`src/rtl/wscr_pkg.sv`:
```
/*
 * Constants for the wake source control register bank: register indices,
 * bus byte addresses, bit positions, reset, restart and fail-safe values.
 * Assumes a 32-bit AXI4-Lite bus with one aligned word per register.
 */
package wscr_pkg;
    // Register indices; the bus byte address is four times the index
    localparam logic [5:0] IDX_WATCHDOG_CONTROL = 6'h03;
    localparam logic [5:0] IDX_INTERNAL_WAKE = 6'h06;
    localparam logic [5:0] IDX_EXTERNAL_WAKE = 6'h07;
    localparam logic [5:0] IDX_PULL_CONTROL = 6'h08;
    localparam logic [5:0] IDX_IRQ_STATUS = 6'h10;
    localparam logic [5:0] IDX_IRQ_ENABLE = 6'h11;
    localparam logic [5:0] IDX_IRQ_CLEAR = 6'h12;

    // Bit positions
    localparam int BIT_SECOND_TIMER_WAKE = 7;
    localparam int BIT_FIRST_TIMER_WAKE = 6;
    localparam int BIT_STOP_WD_OFF_HIGH = 2;
    localparam int BIT_STOP_WD_OFF_LOW = 6;
    localparam int BIT_INT_GLOBAL = 7;
    localparam int BIT_MEAS_SELECT = 5;
    localparam int BIT_INPUT_THREE_WAKE = 2;
    localparam int BIT_INPUT_TWO_WAKE = 1;
    localparam int BIT_INPUT_ONE_WAKE = 0;
    localparam int POS_INPUT_THREE_PULL = 4;
    localparam int POS_INPUT_TWO_PULL = 2;
    localparam int POS_INPUT_ONE_PULL = 0;

    // Implemented (writable) bits; every other bit is reserved and reads zero
    localparam logic [7:0] WMASK_INTERNAL = 8'hc4;
    localparam logic [7:0] WMASK_EXTERNAL = 8'ha7;
    localparam logic [7:0] WMASK_PULL = 8'h3f;
    localparam logic [7:0] WMASK_WATCHDOG = 8'h40;

    // Power-on / soft reset values
    localparam logic [7:0] RST_INTERNAL = 8'h00;
    localparam logic [7:0] RST_EXTERNAL = 8'h07;
    localparam logic [7:0] RST_PULL = 8'h00;
    localparam logic [7:0] RST_WATCHDOG = 8'h00;

    // Restart: bits set in a keep mask hold their value, the rest clear
    localparam logic [7:0] KEEP_RESTART_INTERNAL = 8'hc0;
    localparam logic [7:0] KEEP_RESTART_EXTERNAL = 8'ha7;
    localparam logic [7:0] KEEP_RESTART_PULL = 8'h3f;
    localparam logic [7:0] KEEP_RESTART_WATCHDOG = 8'h00;

    // Fail-safe entry on the external wake register: keep 7, 5, 4; force 2:0
    localparam logic [7:0] KEEP_FAILSAFE_EXTERNAL = 8'hb0;
    localparam logic [7:0] SET_FAILSAFE_EXTERNAL = 8'h07;

    // Interrupt status bits
    localparam int IRQ_WIDTH = 4;
    localparam int IRQ_WAKE = 0;
    localparam int IRQ_OTHER_STATUS = 1;
    localparam int IRQ_FAILSAFE = 2;
    localparam int IRQ_RESTART = 3;
    localparam logic [IRQ_WIDTH-1:0] RST_IRQ_ENABLE = 4'h0;

    // AXI responses
    localparam logic [1:0] RESP_OKAY = 2'b00;
    localparam logic [1:0] RESP_SLVERR = 2'b10;

    // Byte address of a register index
    function automatic logic [7:0] wscr_addr(input logic [5:0] idx);
        return {idx, 2'b00};
    endfunction

    // Apply bus data to a register only in its implemented bits
    function automatic logic [7:0] wscr_merge(input logic [7:0] old_val,
                                              input logic [7:0] data,
                                              input logic [7:0] wmask);
        return (old_val & ~wmask) | (data & wmask);
    endfunction
endpackage

```
`src/rtl/wscr_bank.sv`:
```
/*
 * Wake source control register bank behind an AXI4-Lite slave: internal
 * wake control, external wake control, wake input pull control, the low
 * stop-mode watchdog bit of the watchdog control register, and a small
 * sticky interrupt block. Assumes a single 40 MHz clock, synchronous
 * active-low reset, and one-cycle event pulses from the device core.
 */
// What this block does
// [RL1] Bit 7 enables second timer as wake
// [RL2] Bit 6 enables first timer as wake
// [RL3] Bit 2 is high stop-watchdog-off bit, hardware-updatable
// [RL4] Watchdog control bit 6 is low stop-watchdog-off bit
// [RL5] Reserved bits always read zero
// [RL6] Internal wake: reset zero, restart keeps timers
// [RL7] External wake: reset 0x07, restart keeps x bits
// [RL8] Pull control: reset zero, restart clears 7:6
// [RL9] Global bit selects wake-only or all-status interrupt
// [RL10] Measurement select ignores input one/two enables
// [RL11] Measurement runs in Normal mode; levels meaningless
// [RL12] Bits 2:0 enable wake inputs three, two, one
// [RL13] Host makes CAN a wake source elsewhere
// [RL14] Fail-safe entry forces wake-enabling values
// [RL15] Two-bit pull fields select none/down/up/auto
// [RL16] Registers decode at indices 6, 7, 8
// [RL17] Writes to reserved bits change nothing
`timescale 1ns/1ps
module wscr_bank
    import wscr_pkg::*;
(
    // Clock and reset
    input wire logic aclk,
    input wire logic aresetn,

    // AXI4-Lite write address and data
    input wire logic awvalid,
    output logic awready,
    input wire logic [7:0] awaddr,
    input wire logic wvalid,
    output logic wready,
    input wire logic [31:0] wdata,
    input wire logic [3:0] wstrb,

    // AXI4-Lite write response
    output logic bvalid,
    input wire logic bready,
    output logic [1:0] bresp,

    // AXI4-Lite read address
    input wire logic arvalid,
    output logic arready,
    input wire logic [7:0] araddr,

    // AXI4-Lite read data
    output logic rvalid,
    input wire logic rready,
    output logic [31:0] rdata,
    output logic [1:0] rresp,

    // Device core events and mode
    input wire logic soft_reset,
    input wire logic restart_entry,
    input wire logic failsafe_entry,
    input wire logic normal_mode,
    input wire logic other_status_event,
    input wire logic [4:0] wake_request,
    input wire logic stop_watchdog_load,
    input wire logic [1:0] stop_watchdog_value,

    // Configuration outputs
    output logic second_timer_wake_enable,
    output logic first_timer_wake_enable,
    output logic input_three_wake_enable,
    output logic input_two_wake_enable,
    output logic input_one_wake_enable,
    output logic [1:0] stop_watchdog_off,
    output logic measurement_run,
    output logic level_status_valid,
    output logic [1:0] input_three_pull_select,
    output logic [1:0] input_two_pull_select,
    output logic [1:0] input_one_pull_select,
    output logic bus_wake_force,

    // Interrupt
    output logic irq
);

    // Stored registers
    logic [7:0] internal_wake_control_ff; // Timer enables, high watchdog bit
    logic [7:0] external_wake_control_ff; // Global irq, measurement, input enables
    logic [7:0] wake_input_pull_control_ff; // Three pull fields
    logic [7:0] watchdog_control_ff; // Only the low watchdog bit lives here
    logic [IRQ_WIDTH-1:0] irq_status_ff; // Sticky event bits
    logic [IRQ_WIDTH-1:0] irq_enable_ff; // Event mask

    // Next-state values
    logic [7:0] nxt_internal;
    logic [7:0] nxt_external;
    logic [7:0] nxt_pull;
    logic [7:0] nxt_watchdog;
    logic [IRQ_WIDTH-1:0] nxt_irq_status;
    logic [IRQ_WIDTH-1:0] nxt_irq_enable;

    // Bus handshake state
    logic bvalid_ff;
    logic [1:0] bresp_ff;
    logic rvalid_ff;
    logic [31:0] rdata_ff;
    logic [1:0] rresp_ff;
    logic bus_wake_force_ff;

    // Write decode
    // A held response stalls writes
    wire write_fire = awvalid & wvalid & ~bvalid_ff;
    // Registers use byte lane 0
    wire lane0 = wstrb[0];
    wire [7:0] wbyte = wdata[7:0];

    // Bus byte address compared against register byte addresses; low bits must be zero
    wire wr_int = write_fire & (awaddr == wscr_addr(IDX_INTERNAL_WAKE)); // [RL16]
    wire wr_ext = write_fire & (awaddr == wscr_addr(IDX_EXTERNAL_WAKE)); // [RL16]
    wire wr_pull = write_fire & (awaddr == wscr_addr(IDX_PULL_CONTROL)); // [RL16]
    wire wr_wd = write_fire & (awaddr == wscr_addr(IDX_WATCHDOG_CONTROL));
    wire wr_ien = write_fire & (awaddr == wscr_addr(IDX_IRQ_ENABLE));
    wire wr_iclr = write_fire & (awaddr == wscr_addr(IDX_IRQ_CLEAR));
    wire wr_ista = write_fire & (awaddr == wscr_addr(IDX_IRQ_STATUS));

    // Status is read-only but a write to it is still answered OKAY
    wire wr_hit = wr_int | wr_ext | wr_pull | wr_wd | wr_ien | wr_iclr | wr_ista;

    // Read decode
    // One read at a time
    wire read_fire = arvalid & ~rvalid_ff;

    wire rd_int = (araddr == wscr_addr(IDX_INTERNAL_WAKE)); // [RL16]
    wire rd_ext = (araddr == wscr_addr(IDX_EXTERNAL_WAKE)); // [RL16]
    wire rd_pull = (araddr == wscr_addr(IDX_PULL_CONTROL)); // [RL16]
    wire rd_wd = (araddr == wscr_addr(IDX_WATCHDOG_CONTROL));
    wire rd_ista = (araddr == wscr_addr(IDX_IRQ_STATUS));
    wire rd_ien = (araddr == wscr_addr(IDX_IRQ_ENABLE));
    wire rd_iclr = (araddr == wscr_addr(IDX_IRQ_CLEAR));

    // Clear register is write-only and reads as zero, but is mapped
    wire rd_hit = rd_int | rd_ext | rd_pull | rd_wd | rd_ista | rd_ien | rd_iclr;

    // Reserved bits read zero because storage never sets them; unused upper bits are zero-padded
    wire [7:0] rd_byte = rd_int ? internal_wake_control_ff : // [RL5]
                         rd_ext ? external_wake_control_ff :
                         rd_pull ? wake_input_pull_control_ff :
                         rd_wd ? watchdog_control_ff :
                         rd_ista ? {4'h0, irq_status_ff} :
                         rd_ien ? {4'h0, irq_enable_ff} : 8'h00;

    // Handshake outputs are combinational; address and data taken together
    assign awready = write_fire;
    assign wready = write_fire;
    assign arready = ~rvalid_ff;

    // Responses come from flops
    assign bvalid = bvalid_ff;
    assign bresp = bresp_ff;
    assign rvalid = rvalid_ff;
    assign rdata = rdata_ff;
    assign rresp = rresp_ff;

    // Field views
    wire meas_sel = external_wake_control_ff[BIT_MEAS_SELECT];
    wire int_global = external_wake_control_ff[BIT_INT_GLOBAL];
    // Masked lane gives zero
    wire [7:0] wbyte_valid = lane0 ? wbyte : 8'h00;

    // Next value of internal wake control: restart, then bus, then hardware
    always_comb begin
        nxt_internal = internal_wake_control_ff;
        if (restart_entry) begin
            // Only timer enables survive
            nxt_internal = internal_wake_control_ff & KEEP_RESTART_INTERNAL; // [RL6]
        end else if (wr_int && lane0) begin
            // Only timer enables and high watchdog bit take data
            nxt_internal = wscr_merge(internal_wake_control_ff, wbyte_valid,
                                      WMASK_INTERNAL); // [RL17] [RL1] [RL2]
        end

        // Hardware update wins over a bus write in the same cycle
        if (stop_watchdog_load) begin
            nxt_internal[BIT_STOP_WD_OFF_HIGH] = stop_watchdog_value[1]; // [RL3]
        end
    end

    // Next value of external wake control; fail-safe has top priority
    always_comb begin
        nxt_external = external_wake_control_ff;
        if (failsafe_entry) begin
            // Keep 7, 5; force 2:0 on
            nxt_external = (external_wake_control_ff & KEEP_FAILSAFE_EXTERNAL
                            & WMASK_EXTERNAL) | SET_FAILSAFE_EXTERNAL; // [RL14]
        end else if (restart_entry) begin
            // Restart keeps 7, 5 and 2:0
            nxt_external = external_wake_control_ff & KEEP_RESTART_EXTERNAL; // [RL7]
        end else if (wr_ext && lane0) begin
            nxt_external = wscr_merge(external_wake_control_ff, wbyte_valid,
                                      WMASK_EXTERNAL); // [RL17] [RL12]
        end
    end

    // Next value of pull control
    always_comb begin
        nxt_pull = wake_input_pull_control_ff;
        if (restart_entry) begin
            // Pull fields survive restart
            nxt_pull = wake_input_pull_control_ff & KEEP_RESTART_PULL; // [RL8]
        end else if (wr_pull && lane0) begin
            nxt_pull = wscr_merge(wake_input_pull_control_ff, wbyte_valid,
                                  WMASK_PULL); // [RL17] [RL15]
        end
    end

    // Next value of the watchdog control slice
    always_comb begin
        nxt_watchdog = watchdog_control_ff;
        if (restart_entry) begin
            // Low watchdog bit clears
            nxt_watchdog = watchdog_control_ff & KEEP_RESTART_WATCHDOG;
        end else if (wr_wd && lane0) begin
            nxt_watchdog = wscr_merge(watchdog_control_ff, wbyte_valid,
                                      WMASK_WATCHDOG); // [RL4] [RL17]
        end

        // Load beats a bus write
        if (stop_watchdog_load) begin
            nxt_watchdog[BIT_STOP_WD_OFF_LOW] = stop_watchdog_value[0]; // [RL4]
        end
    end

    // Wake sources, with measurement mode masking inputs one and two
    // Stored enables stay readable
    assign second_timer_wake_enable = internal_wake_control_ff[BIT_SECOND_TIMER_WAKE]; // [RL1]
    assign first_timer_wake_enable = internal_wake_control_ff[BIT_FIRST_TIMER_WAKE]; // [RL2]
    assign input_three_wake_enable = external_wake_control_ff[BIT_INPUT_THREE_WAKE]; // [RL12]
    assign input_two_wake_enable = external_wake_control_ff[BIT_INPUT_TWO_WAKE]
                                   & ~meas_sel; // [RL10]
    assign input_one_wake_enable = external_wake_control_ff[BIT_INPUT_ONE_WAKE]
                                   & ~meas_sel; // [RL10]
    assign stop_watchdog_off = {internal_wake_control_ff[BIT_STOP_WD_OFF_HIGH],
                                watchdog_control_ff[BIT_STOP_WD_OFF_LOW]}; // [RL3] [RL4]

    // Measurement voids levels
    assign measurement_run = meas_sel & normal_mode; // [RL11]
    assign level_status_valid = ~meas_sel; // [RL11]

    // Pull codes go to the pads
    assign input_three_pull_select = wake_input_pull_control_ff[POS_INPUT_THREE_PULL +: 2]; // [RL15]
    assign input_two_pull_select = wake_input_pull_control_ff[POS_INPUT_TWO_PULL +: 2]; // [RL15]
    assign input_one_pull_select = wake_input_pull_control_ff[POS_INPUT_ONE_PULL +: 2]; // [RL15]

    // Bus control itself is outside; this pulse tells it to take its wake value
    assign bus_wake_force = bus_wake_force_ff; // [RL14]

    // A wake request counts only from an enabled source
    // Order of wake_request: second timer, first timer, input three, two, one
    wire [4:0] wake_gate = {second_timer_wake_enable, first_timer_wake_enable,
                            input_three_wake_enable, input_two_wake_enable,
                            input_one_wake_enable};
    // Any enabled source wakes
    wire wake_event = |(wake_request & wake_gate);

    // Events of this cycle, by status bit
    wire [IRQ_WIDTH-1:0] irq_event = {restart_entry, failsafe_entry,
                                      other_status_event, wake_event};
    wire [IRQ_WIDTH-1:0] irq_clear = (wr_iclr && lane0) ? wbyte[IRQ_WIDTH-1:0] :
                                     {IRQ_WIDTH{1'b0}};

    // Set wins over a clear in the same cycle, so no event is lost
    assign nxt_irq_status = (irq_status_ff & ~irq_clear) | irq_event;
    assign nxt_irq_enable = (wr_ien && lane0) ? wbyte[IRQ_WIDTH-1:0] : irq_enable_ff;

    // Without the global bit only the wake status may raise the line
    // Level output, no pulse
    wire [IRQ_WIDTH-1:0] irq_policy = int_global ? {IRQ_WIDTH{1'b1}} :
                                      {{(IRQ_WIDTH-1){1'b0}}, 1'b1}; // [RL9]
    assign irq = |(irq_status_ff & irq_enable_ff & irq_policy); // [RL9]

    // Configuration registers; soft reset behaves like power-on reset
    // Soft reset is sampled like aresetn
    always_ff @(posedge aclk) begin
        if (!aresetn || soft_reset) begin
            internal_wake_control_ff <= RST_INTERNAL; // [RL6]
            external_wake_control_ff <= RST_EXTERNAL; // [RL7]
            wake_input_pull_control_ff <= RST_PULL; // [RL8]
            watchdog_control_ff <= RST_WATCHDOG;
        end else begin
            internal_wake_control_ff <= nxt_internal;
            external_wake_control_ff <= nxt_external;
            wake_input_pull_control_ff <= nxt_pull;
            watchdog_control_ff <= nxt_watchdog;
        end
    end

    // Interrupt registers; only the bus reset clears them
    // Pending events outlive soft reset
    always_ff @(posedge aclk) begin
        if (!aresetn) begin
            irq_status_ff <= {IRQ_WIDTH{1'b0}};
            irq_enable_ff <= RST_IRQ_ENABLE;
            bus_wake_force_ff <= 1'b0;
        end else begin
            irq_status_ff <= nxt_irq_status;
            irq_enable_ff <= nxt_irq_enable;
            bus_wake_force_ff <= failsafe_entry;
        end
    end

    // Write response: one cycle after acceptance, held until bready
    // SLVERR marks unmapped writes
    always_ff @(posedge aclk) begin
        if (!aresetn) begin
            bvalid_ff <= 1'b0;
            bresp_ff <= RESP_OKAY;
        end else if (write_fire) begin
            bvalid_ff <= 1'b1;
            bresp_ff <= wr_hit ? RESP_OKAY : RESP_SLVERR;
        end else if (bready) begin
            bvalid_ff <= 1'b0;
        end
    end

    // Read data: one cycle after acceptance, held until rready
    // Unmapped reads return zero
    always_ff @(posedge aclk) begin
        if (!aresetn) begin
            rvalid_ff <= 1'b0;
            rdata_ff <= 32'h0000_0000;
            rresp_ff <= RESP_OKAY;
        end else if (read_fire) begin
            rvalid_ff <= 1'b1;
            rdata_ff <= {24'h00_0000, rd_byte};
            rresp_ff <= rd_hit ? RESP_OKAY : RESP_SLVERR;
        end else if (rready) begin
            rvalid_ff <= 1'b0;
        end
    end

endmodule // wscr_bank

```
`config.mk`:
```
export PLATFORM = sky130hd
export DESIGN_NAME = wscr_bank
export DESIGN_NICKNAME = d
export VERILOG_FILES = /design/src/rtl/wscr_pkg.sv /design/src/rtl/wscr_bank.sv
export SDC_FILE = /design/constraint.sdc
export NUM_CORES = 1
export LEC_CHECK = 0
export BUFFER_PORTS_ARGS = -buffer_cell sky130_fd_sc_hd__buf_2
export CORE_MARGIN = 2
export CORE_UTILIZATION = 39
export CTS_CLUSTER_SIZE = 20
export DETAILED_ROUTE_END_ITERATION = 7
export PLACE_DENSITY_LB_ADDON = 0.12
export SYNTH_ARGS = -nofsm -noshare
export SYNTH_HDL_FRONTEND = slang
export SYNTH_SLANG_ARGS = --single-unit
```
`constraint.sdc`:
```
create_clock -name aclk -period 1.7 [get_ports aclk]
set_clock_uncertainty 0.2 [all_clocks]
set_input_delay 0.51 -clock aclk [delete_from_list [all_inputs] [get_ports aclk]]
set_output_delay 0.51 -clock aclk [all_outputs]
set_load 0.02 [all_outputs]
```
## Word-level counts from Yosys, hierarchy flattened

Cells that the tools add are included.

| operators by class | value |
|---|---|
| multiply operators | 0 |
| add/subtract/negate cells | 0 |
| divide/modulo/power cells | 0 |
| equality and inequality tests | 14 |
| magnitude comparators | 0 |
| multiplexer cells | 21 |
| shifts and indexed selects | 0 |
| reductions and logical operators | 21 |
| bitwise logic cells | 40 |

Operator list:

| kind | number |
|---|---|
| $eq A8 B7 Y1 const B | 6 |
| $mux W8 | 5 |
| $eq A8 B5 Y1 const B | 4 |
| $eq A8 B4 Y1 const B | 2 |
| $eq A8 B6 Y1 const B | 2 |
| $mux W4 | 4 |
| $mux W7 | 2 |
| $and A1 B1 Y1 | 13 |
| $and A4 B4 Y4 | 3 |
| $or A1 B1 Y1 | 12 |
| $or A6 B8 Y8 | 1 |
| $or A7 B8 Y8 | 1 |
| $or A8 B6 Y8 | 1 |
| $or A8 B7 Y8 | 1 |
| $logic_and A1 B1 Y1 | 6 |
| $mux W1 | 6 |
| $mux W3 | 2 |
| $reduce_and A2 Y1 | 3 |
| $reduce_bool A3 Y1 | 2 |
| $and A5 B5 Y5 | 1 |
| $not A1 Y1 | 5 |
| $reduce_or A5 Y1 | 1 |
| $mux W2 | 2 |
| $not A4 Y4 | 1 |
| 8 further kinds | 10 |

| storage, ports and cells | value |
|---|---|
| memory bits (writable) | 0 |
| memories kept | 0 |
| bits in read-only memories | 0 |
| output and inout bits | 58 |
| bits in registers | 55 |
| input bits | 72 |
| latch bits | 0 |
| word-level logic and storage cells | 114 |

## Depth between registers and ports, before layout

Gate-level depths: netlist of run 1.

| logic depth | value |
|---|---|
| depth in word-level cells | 10 |
| depth in mapped cells | 5 |
| mapped depth without buffers | 4 |

## Worst setup path before layout of run 1

No wires, ideal clock.

| path | value |
|---|---|
| kind | input-to-reg |
| from | input port araddr[2] |
| to | register rresp_ff[1], in the netlist rresp[1] |
| required time | 1.379 ns |
| path buffers | 0 |
| setup time | 0.121 ns |
| data arrival time | 1.467 ns |
| path slack | -0.088 ns |
| stages on the path | 4 |
| cells stage by stage | or4_4 > nor3b_4 > nand4b_1 > o21ai_1 |

| between the ends | value |
|---|---|
| cells in the longest elaborated chain, start to end | 8 |
| elaborated cells between the ends (all ways) | 14 |
| classes of those cells | 7 x eq/ne; 1 x mux; 6 x bitwise |

Ends and longest elaborated chain:

| what | RTL line | text |
|---|---|---|
| start, declared | wscr_bank.sv:51 | `input wire logic [7:0] araddr,` |
| $eq A8 B5 Y1 (on tied branches) | wscr_bank.sv:134, wscr_bank.sv:135 |  |
| $or A1 B1 Y1 (5 in series) | wscr_bank.sv:143 | `wire rd_hit = rd_int \| rd_ext \| rd_pull \| rd_wd \| rd_ista \| rd_ien \| rd_iclr;` |
| $or A1 B1 Y1 (*) | wscr_bank.sv:143 |  |
| $mux W2 (*) | wscr_bank.sv:336 | `rresp_ff <= rd_hit ? RESP_OKAY : RESP_SLVERR;` |
| end signal, assigned | wscr_bank.sv:336 |  |
| end, declared | wscr_bank.sv:108 | `logic [1:0] rresp_ff;` |

Mark *: on every way between the ends. The rest lies on a longest branch, timed or not.
A chain may end at the register's enable or synchronous reset.

## Final worst setup path of run 1

| path | value |
|---|---|
| from | register irq_status_ff[3] |
| to | output port irq |

| between the ends | value |
|---|---|
| cells in the longest elaborated chain, start to end | 3 |

Ends and longest elaborated chain:

| what | RTL line | text |
|---|---|---|
| start, declared | wscr_bank.sv:92 | `logic [IRQ_WIDTH-1:0] irq_status_ff;` |
| start signal, assigned | wscr_bank.sv:302 | `irq_status_ff <= {IRQ_WIDTH{1'b0}};` |
| start signal, assigned | wscr_bank.sv:306 | `irq_status_ff <= nxt_irq_status;` |
| $and A4 B4 Y4 (2 in series) | wscr_bank.sv:280 | `assign irq = \|(irq_status_ff & irq_enable_ff & irq_policy);` |
| $reduce_or A4 Y1 | wscr_bank.sv:280 |  |
| end, declared | wscr_bank.sv:84 | `output logic irq` |

No other way between the ends.

==> results_dict.tcl, run 1 <==
set metrics [dict create \
    grt_pass1_wl_um 9052 \
    worstSkewPairLatency_ps 290 \
    cts_root_buffer "clkbuf_8" \
    dp_slack_ps -260.3 \
    outcome "complete, but fails checks" \
    cts_htree_levels 2 \
    leakagePower_nw 1.345 \
    slew_viol_final 0 \
    setup_ws_ps -230.2 \
    cts_sinks 36 \
    clock_path_buffers 2 \
    dp_hpwl_um 4435 \
    ant_nets 0 \
    layout.nets 424 \
    path_buf_inv 1 \
    io_buffers 76 \
    final_common_cell "buf_2" \
    vias 2075 \
    area_delta_synth_final_pct 37.67 \
    ys_warn_count 0 \
    yosysSeqAreaShare_pct 33.74 \
    rows 26 \
    final_cell_area_um2 2940 \
    clk_pin_slew_ps 80 \
    grt.overflow.total 0 \
    cpLargestDelayFamily "compound AO/OA/AOI/OAI gates" \
    seqPwrFrac_pct 42.1 \
    ios 130 \
    fillers 536 \
    fin_cells 423 \
    cts_tree "done" \
    fmax_mhz 518.1 \
    path_class "flip-flop to output port" \
    swShare_pct 26.45 \
    drtIter0Drc 88 \
    vias_per_cell 4.905 \
    cp.arrival_ps 1220 \
    drv_cap 0 \
    synth_ff_type "dfxtp_1" \
    worstPathCellList "a222oi_1 -> o21ai_1 -> buf_2" \
    synth_edf_count 0 \
    p_clk_share_pct 40.3 \
    dpl-instance-area_um2 2684 \
    gp_congestion 0.8411 \
    hold_viol 0 \
    die_x_um 78 \
    setup_viol 3 \
    core_region_area_um2 5205 \
    synth_area_um2 2136 \
    diodes 0 \
    initial_core_util_pct 41.03 \
    r2r_setup_slack_ps 70 \
    cp_max_fo 3 \
    layout_common_cells "buf_2, buf_4, dfxtp_1" \
    grt_usage_pct 18.87 \
    dr.pass1.iters 4 \
    rsz0062_at_grt "yes" \
    avgSynthCellArea_um2 8.612 \
    postSynthCellCount 248 \
    cp-start-kind "flip-flop" \
    die_h_um 78 \
    die-area_um2 6084 \
    cts_buffers 5 \
    post_drt_wl_per_cell_um 13.49 \
    synth_seq_cells 36 \
    p_per_area_nw_per_um2 708.9 \
    drive_above_1_share_pct 39.94 \
    p_comb_share_pct 17.6 \
    min_path_type "primary input to flip-flop" \
    dpl.cell_count 410 \
    grt_max_degree 22 \
    final_core_util_pct 56.49 \
    p_sw_mw 0.5512 \
    cp-end-kind "output port" \
    failed_checks "negative setup slack" \
    crit_slowest_cell "a222oi_1" \
    p_int_mw 1.533 \
    fin_crit_ps 1930 \
    drt-total-wl_um 5707 \
    critPathMaxStageDelay_ps 340 \
    drc 0 \
    grt_antenna_before_repair 0 \
    async_reset_ff_share_pct 0 \
    fin_crit_sh_pct 113.5 \
    synth_cell_types 49 \
    crit_required_ps 990 \
    vdd_ir_drop_max_mv 0.2860 \
    grt_pass1_vias 1863 \
]
==> power groups by stage <==
| stage | clock, mW | combinational, mW | sequential [mW] |
|---|---|---|---|
| after floorplan | 0 | 0.213 | 0.915 |
| after global placement | 0 | 0.343 | 0.899 |
| after detailed placement | 0 | 0.345 | 0.899 |
| after CTS | 0.852 | 0.353 | 0.880 |
| after global routing | 0.883 | 0.398 | 0.882 |
| final | 0.840 | 0.367 | 0.878 |
==> synthesized netlist by cell type (all sizes together), types with 3 or more instances <==
library cell | n | area share (%)
dfxtp | 36 | 34
buf | 32 | 11
nand2 | 24 | 4.2
mux2i | 19 | 8.9
o21ai | 17 | 4.0
nand3 | 15 | 3.5
nor2 | 11 | 1.9
nor2b | 11 | 3.2
a31oi | 7 | 2.1
inv | 7 | 1.2
nand4 | 7 | 2.1
clkbuf | 6 | 1.1
nor3b | 5 | 2.5
nor4 | 5 | 2.8
a21boi | 4 | 1.4
and2 | 4 | 1.2
and4b | 3 | 1.4
nor3 | 3 | 0.94
o22ai | 3 | 0.88
or3b | 3 | 1.2
==> logic make-up after synthesis <==
kind of cell	synth area share, %
AO/OA/AOI/OAI	12.24
other	0.1756
flip-flops	33.74
buffers and inverters	13.06
multiplexers	9.959
AND/OR/NAND/NOR	30.81
==> flip-flops by register name, summed over array words and instances (netlist names), 3 cells and up <==
signal	cells
rdata	8
wake_input_pull_control_ff	6
external_wake_control_ff	5
irq_enable_ff	4
irq_status_ff	4
internal_wake_control_ff	3
==> metrics by stage <==
stage / hold slack [ps] / power (mW) / setup TNS [ps]
floorplan: 245.4 / 1.129 / -203.9
CTS: 225.7 / 2.084 / -298.8
global route: 242.6 / 2.163 / -529.9
finish: 234.1 / 2.084 / -297.7
detailed placement: 250.0 / 1.244 / -6270
global placement: 242.8 / 1.243 / -5975
==> area by class of cell <==
class                           count  area, um2  area share, %
Multi-Input combinational cell    192       1276          43.40
Sequential cell                    36      728.2          24.77
Timing Repair Buffer              110      695.7          23.66
Clock buffer                        7      96.34          3.277
Tap cell                           70      87.58          2.979
Clock inverter                      1      30.03          1.021
Inverter                            7      26.28         0.8936
==> metal layers <==
metal	vias to the layer above	GRT usage (%)	routed length (um)
met5	-	0	0
met4	0	4.211	45
met3	7	4.884	363
met2	71	29.66	2700
met1	946	25.96	2597
li1	1051	-	-
==> final timing paths <==
path,from,to,cells past startpoint
min,wdata[3],irq_status_ff[3],2
max reg2reg,bvalid,external_wake_control_ff[0],4
max,irq_status_ff[3],irq,3
min reg2reg,rresp[1],rresp[1],2
==> what timing repair did <==
action	in CTS	in global routing
buffers inserted	1	4
endpoints found under the setup margin	6	14
pin swaps	0	5
hold buffers	0	0
resized for setup	12	23
(Power assumes the default switching activity.)
==> run 2, diff against run 1 <==
--- a/config.mk
+++ b/config.mk
@@ -5,11 +5,13 @@
 export SDC_FILE = /design/constraint.sdc
 export NUM_CORES = 1
 export LEC_CHECK = 0
+export ABC_AREA = 1
 export BUFFER_PORTS_ARGS = -buffer_cell sky130_fd_sc_hd__buf_2
 export CORE_MARGIN = 2
-export CORE_UTILIZATION = 39
+export CORE_UTILIZATION = 40
 export CTS_CLUSTER_SIZE = 20
 export DETAILED_ROUTE_END_ITERATION = 7
+export GPL_ROUTABILITY_DRIVEN = 0
 export PLACE_DENSITY_LB_ADDON = 0.12
 export SYNTH_ARGS = -nofsm -noshare
 export SYNTH_HDL_FRONTEND = slang
==> run 2 against run 1 <==
Effect of this change:
- the flow still finishes with violations (negative setup slack)
- via count increased by 18%
- register-to-register slack improved by 120 ps
- routed wire length increased by 6.0%
- count of clock-buffer cells in the layout increased by 1
- worst setup slack improved by 210 ps
- final area increased by 2.5%
- first-iteration DRC count increased by 3.4%
- die area increased by 4.8%
- total power decreased by 11%
- sequential share of layout area decreased by 0.44 points
- fmax increased by 12%
- critical path type unchanged
- critical endpoint unchanged
==> results_dict.tcl, run 2 <==
set metrics [dict create \
    die_x_um 79.87 \
    synth_ff_type "dfxtp_1" \
    cp.arrival_ps 1010 \
    cp-start-kind "flip-flop" \
    cts_sinks 36 \
    initial_core_util_pct 41.55 \
    grt_antenna_before_repair 0 \
    dp_hpwl_um 4948 \
    path_class "flip-flop to output port" \
    ant_nets 0 \
    swShare_pct 28.69 \
    min_path_type "primary input to flip-flop" \
    drtIter0Drc 91 \
    fillers 589 \
    synth.mux.area_fraction_pct 0 \
    postSynthCellCount 366 \
    async_reset_ff_share_pct 0 \
    clock_path_buffers 2 \
    area_delta_synth_final_pct 30.92 \
    worstSkewPairLatency_ps 290 \
    synth.most_common_cell "nand2_1" \
    yosysSeqAreaShare_pct 31.30 \
    cts_htree_levels 2 \
    seqPwrFrac_pct 47.3 \
    synth-compound-area-share_pct 10.87 \
    largest_reg_flops 8 \
    vias 2450 \
    fin_crit_ps 1724 \
    critPathMaxStageDelay_ps 370 \
    synthAdderAreaFrac_pct 0 \
    synth_top_cell_area_share_pct 31.30 \
    synth_top_cell_by_area "dfxtp_1" \
    core_region_area_um2 5540 \
    path_buf_inv 1 \
    crit_required_ps 990 \
    p_per_area_nw_per_um2 613.2 \
    p_sw_mw 0.5302 \
    grt_pass1_wl_um 9832 \
    final_common_cell "nand2_1" \
    die_h_um 79.87 \
    synth_edf_count 0 \
    rows 27 \
    synth_common_cells "nand2_1, inv_1, nor2_1" \
    holdWs_ps 253.8 \
    synth_seq_cells 36 \
    cts_buffers 5 \
    dp_slack_ps -145.6 \
    synth_area_um2 2302 \
    post_drt_wl_per_cell_um 11.10 \
    grt_usage_pct 19.94 \
    ys_warn_count 0 \
    cts_tree "done" \
    p_comb_share_pct 19.3 \
    worstPathCellList "nand3_2 -> nand4_1 -> buf_4" \
    p_clk_share_pct 33.4 \
    rsz0062_at_grt "yes" \
    synth_xor_area_share_pct 0 \
    avgSynthCellArea_um2 6.290 \
    ios 130 \
    die-area_um2 6378 \
    vias_per_cell 4.495 \
    grt.overflow.total 0 \
    drive_above_1_share_pct 30.23 \
    synth_cell_types 30 \
    final_cell_area_um2 3014 \
    dpl-instance-area_um2 2851 \
    postCtsHoldBufs 0 \
    p_int_mw 1.318 \
    cpLargestDelayFamily "flip-flops" \
    leakagePower_nw 1.603 \
    grt_max_degree 15 \
    vdd_ir_drop_max_mv 0.5168 \
    hold_viol 0 \
    fin_crit_sh_pct 101.4 \
    outcome "complete, but fails checks" \
    synthTopCellsByArea "dfxtp_1, nand2_1, inv_1, buf_4, nor2_1" \
    crit_slowest_cell "dfxtp_4" \
    final_core_util_pct 54.40 \
    slew_viol_final 0 \
    grt_pass1_vias 2160 \
    fmax_mhz 579.9 \
    cp_max_fo 5 \
    diodes 0 \
    synth_top_family_by_area "simple AND/OR/NAND/NOR gates" \
    yosys.area_share.simple_pct 37.23 \
    layout.nets 544 \
    finalPower_mw 1.848 \
    drv_cap 0 \
    setup_ws_ps -24.39 \
    failed_checks "negative setup slack" \
    io_buffers 76 \
    cts_root_buffer "clkbuf_8" \
    layout_common_cells "nand2_1, buf_2, inv_1" \
    drt-total-wl_um 6048 \
    cp-end-kind "output port" \
    setup_viol 1 \
    dr.pass1.iters 4 \
    drc 0 \
    clk_pin_slew_ps 70 \
]
-- run 2: cell count changes in the layout (fill, tap and decap cells not counted), sizes merged, moves of 6 or more --
cell   change
inv       +55
nand3     +19
a31oi      -6
a21oi     +18
nor2b     -11
nor2      +47
nand2     +60
mux2i     -19
-- run 2: area by class of cell --
class,count,area [um2],share of cell area (%)
clock buffer,8,90.09,2.989
inverter,63,236.5,7.846
multi-input combinational,261,1246,41.35
sequential,36,733.2,24.33
timing repair buffer,105,618.1,20.51
tap,72,90.09,2.989
-- run 2: final timing paths --
check	start	to	slack [ps]	cells after the start
worst max-delay path	external_wake_control_ff[7]	irq	-20	3
worst min-delay path	other_status_event	irq_status_ff[1]	250	3
worst max register to register	bvalid	external_wake_control_ff[0]	190	6
worst min register to register	wake_input_pull_control_ff[2]	wake_input_pull_control_ff[2]	260	2
-- run 2: worst min-delay path, delay by kind of cell --
family	cells	cell delay (ps)
buffers and inverters	2	130
AO/OA/AOI/OAI	1	50
-- run 2: stage by stage --
step / instances / setup TNS [ps]
finish: 545 / -24.39
global route: 545 / -70.30
CTS: 544 / -36.25
detailed placement: 535 / -2569
global placement: 535 / -2099
floorplan: 391 / -2.315
-- run 2: cell families (layout without fill, tap and decap cells) --
group | Yosys count | in the layout
flip-flops | 36 | 36
buffers and inverters | 94 | 176
AO/OA/AOI/OAI | 46 | 46
AND/OR/NAND/NOR | 189 | 189
other | 1 | 26
-- run 2: power by group through the flow --
| stage | clock network (mW) | logic (mW) | registers (mW) |
|---|---|---|---|
| floorplan | 0 | 0.229 | 0.909 |
| CTS | 0.635 | 0.356 | 0.875 |
| global placement | 0 | 0.351 | 0.895 |
| detailed placement | 0 | 0.353 | 0.895 |
| finish | 0.617 | 0.357 | 0.875 |
| global route | 0.683 | 0.398 | 0.876 |
-- run 2: routing by layer --
layer | track usage [%] | part of all wire (%) | up-vias
li1 | - | - | 1305
met1 | 25.69 | 46 | 1055
met2 | 33.28 | 46 | 82
met3 | 3.620 | 6.4 | 8
met4 | 7.119 | 1.5 | 0
met5 | 0 | 0 | -
-- run 2: repair_timing --
item                       4_1_cts  5_1_grt
gates resized for setup          7       17
pin swaps                        1        4
buffers inserted                 1        1
setup endpoints to repair        5        6
==> run 3, diff against run 2 <==
--- a/config.mk
+++ b/config.mk
@@ -5,14 +5,14 @@
 export SDC_FILE = /design/constraint.sdc
 export NUM_CORES = 1
 export LEC_CHECK = 0
-export ABC_AREA = 1
 export BUFFER_PORTS_ARGS = -buffer_cell sky130_fd_sc_hd__buf_2
 export CORE_MARGIN = 2
-export CORE_UTILIZATION = 40
+export CORE_UTILIZATION = 39
 export CTS_CLUSTER_SIZE = 20
 export DETAILED_ROUTE_END_ITERATION = 7
 export GPL_ROUTABILITY_DRIVEN = 0
 export PLACE_DENSITY_LB_ADDON = 0.12
+export RECOVER_POWER = 100
 export SYNTH_ARGS = -nofsm -noshare
 export SYNTH_HDL_FRONTEND = slang
 export SYNTH_SLANG_ARGS = --single-unit
==> run 3 against run 2 <==
Effect of this change:
- the flow still finishes with violations (negative setup slack)
- flip-flop and latch count is the same
- utilization grew 0.93 points
- combinational power is essentially flat
- die area shrank 4.6%
- register-to-register slack lost 130 ps
- critical path depth is the same
- routed wire length shrank 5.8%
- fmax shrank 11%
- non-clock buffer count grew 5
- largest cell class unchanged
==> results_dict.tcl, run 3 (same netlist as run 1, synthesis figures left out) <==
set metrics [dict create \
    postCtsHoldBufs 0 \
    drv_cap 0 \
    drive_above_1_share_pct 33.43 \
    grt_usage_pct 18.87 \
    grt_antenna_before_repair 0 \
    wl_met3_um 327 \
    crit_slowest_cell "a222oi_1" \
    cts_sinks 36 \
    clk_pin_slew_ps 80 \
    top_layer "met4" \
    vdd_ir_drop_max_mv 0.2860 \
    grt_pass1_wl_um 9052 \
    worstSkewPairLatency_ps 290 \
    die-area_um2 6084 \
    core_region_area_um2 5205 \
    io_buffers 76 \
    ios 130 \
    path_class "flip-flop to output port" \
    final_core_util_pct 55.34 \
    dp_hpwl_um 4435 \
    min_path_type "primary input to flip-flop" \
    worstPathCellList "a222oi_1 -> o21ai_1 -> buf_2" \
    outcome "complete, but fails checks" \
    fin_crit_sh_pct 113.4 \
    ant_nets 0 \
    fmax_mhz 518.5 \
    area_delta_synth_final_pct 34.86 \
    setup_ws_ps -228.6 \
    diodes 0 \
    dr.pass1.iters 4 \
    cts_htree_levels 2 \
    slew_viol_final 0 \
    drt-total-wl_um 5700 \
    vias_per_cell 4.879 \
    clock_path_buffers 2 \
    critPathMaxStageDelay_ps 340 \
    cts_tree "done" \
    fin_crit_ps 1929 \
    vias 2064 \
    hold_viol 0 \
    p_per_area_nw_per_um2 717.8 \
    layout_common_cells "buf_2, dfxtp_1, buf_4" \
    rsz0062_at_grt "yes" \
    cp-start-kind "flip-flop" \
    crit_required_ps 990 \
    layout.nets 424 \
    cp.arrival_ps 1220 \
    final_common_cell "buf_2" \
    largest_reg_flops 8 \
    die_x_um 78 \
    leakagePower_nw 1.262 \
    drc 0 \
    die_h_um 78 \
    setup_viol 6 \
    cp_max_fo 3 \
    cts_buffers 5 \
    cp-end-kind "output port" \
    drtIter0Drc 86 \
    cts_root_buffer "clkbuf_8" \
    wl_met2_um 2665 \
    fin_setup_tns_ps -386.1 \
    initial_core_util_pct 41.03 \
    grt_pass1_vias 1863 \
    failed_checks "negative setup slack" \
    grt.overflow.total 0 \
    post_drt_wl_per_cell_um 13.48 \
    rows 26 \
    grt_max_degree 22 \
    wl_met1_um 2649 \
]
[run 3: cell types whose count changed in the layout (fill, tap and decap cells not counted), moves of 17 or more]
cell and change:
inv_1 -49, nor2_1 -38, mux2i_1 +19, nand2_1 -58
a21oi_1 -18, buf_2 -31, clkbuf_1 +17
[run 3: layout make-up]
| class | instances | area (um2) |
|---|---|---|
| Tap cell | 70 | 87.58 |
| Inverter | 7 | 26.28 |
| Clock buffer | 7 | 96.34 |
| Clock inverter | 1 | 30.03 |
| Timing Repair Buffer | 110 | 659.4 |
| Fill cell | 554 | 2325 |
| Sequential cell | 36 | 726.9 |
| Multi-Input combinational cell | 192 | 1254 |
[run 3: final timing paths]
| kind | startpoint | to | slack, ps | cells after the start |
|---|---|---|---|---|
| setup / recovery | irq_status_ff[3] | irq | -230 | 3 |
| hold / removal | wdata[3] | irq_status_ff[3] | 240 | 2 |
| setup reg to reg | bvalid | external_wake_control_ff[0] | 60 | 4 |
| hold reg to reg | rresp[1] | rresp[1] | 270 | 2 |
[run 3: what timing repair did]
| action | 4_1_cts | 5_1_grt |
|---|---|---|
| pin swaps | 0 | 5 |
| endpoints found under the hold margin | 0 | 0 |
| setup buffers | 1 | 4 |
| endpoints found under the setup margin | 6 | 14 |
| gates resized for setup | 12 | 23 |
[run 3: metal layers]
layer | global-route usage [%] | vias to the layer above
met5 | 0 | -
met3 | 4.884 | 7
met2 | 29.66 | 67
met1 | 25.96 | 935
li1 | - | 1055
met4 | 4.211 | 0
[run 3: stage by stage]
stage               area, um2  worst slack, ps  instances  hold WS [ps]  power (mW)
finish                   2880           -228.6        423         238.7       2.068
global placement         2684           -258.9        410         242.8       1.243
floorplan                2245           -87.57        273         245.4       1.129
global route             2880           -313.2        423         246.4       2.152
detailed placement       2684           -260.3        410         250.0       1.244
CTS                      2844           -236.4        419         225.7       2.084
[run 3: power by group]
| part | switching (mW) | internal, mW |
|---|---|---|
| Combinational | 0.212 | 0.144 |
| Clock | 0.315 | 0.518 |
| Sequential | 0.0150 | 0.863 |
| Total | 0.542 | 1.53 |
[run 3: worst max-delay path, delay by kind of cell, from the launching register on]
kind	cells	cell delay, ps
AOI/OAI and AO/OA	2	440
buffers and inverters	1	160
DFF	1	320
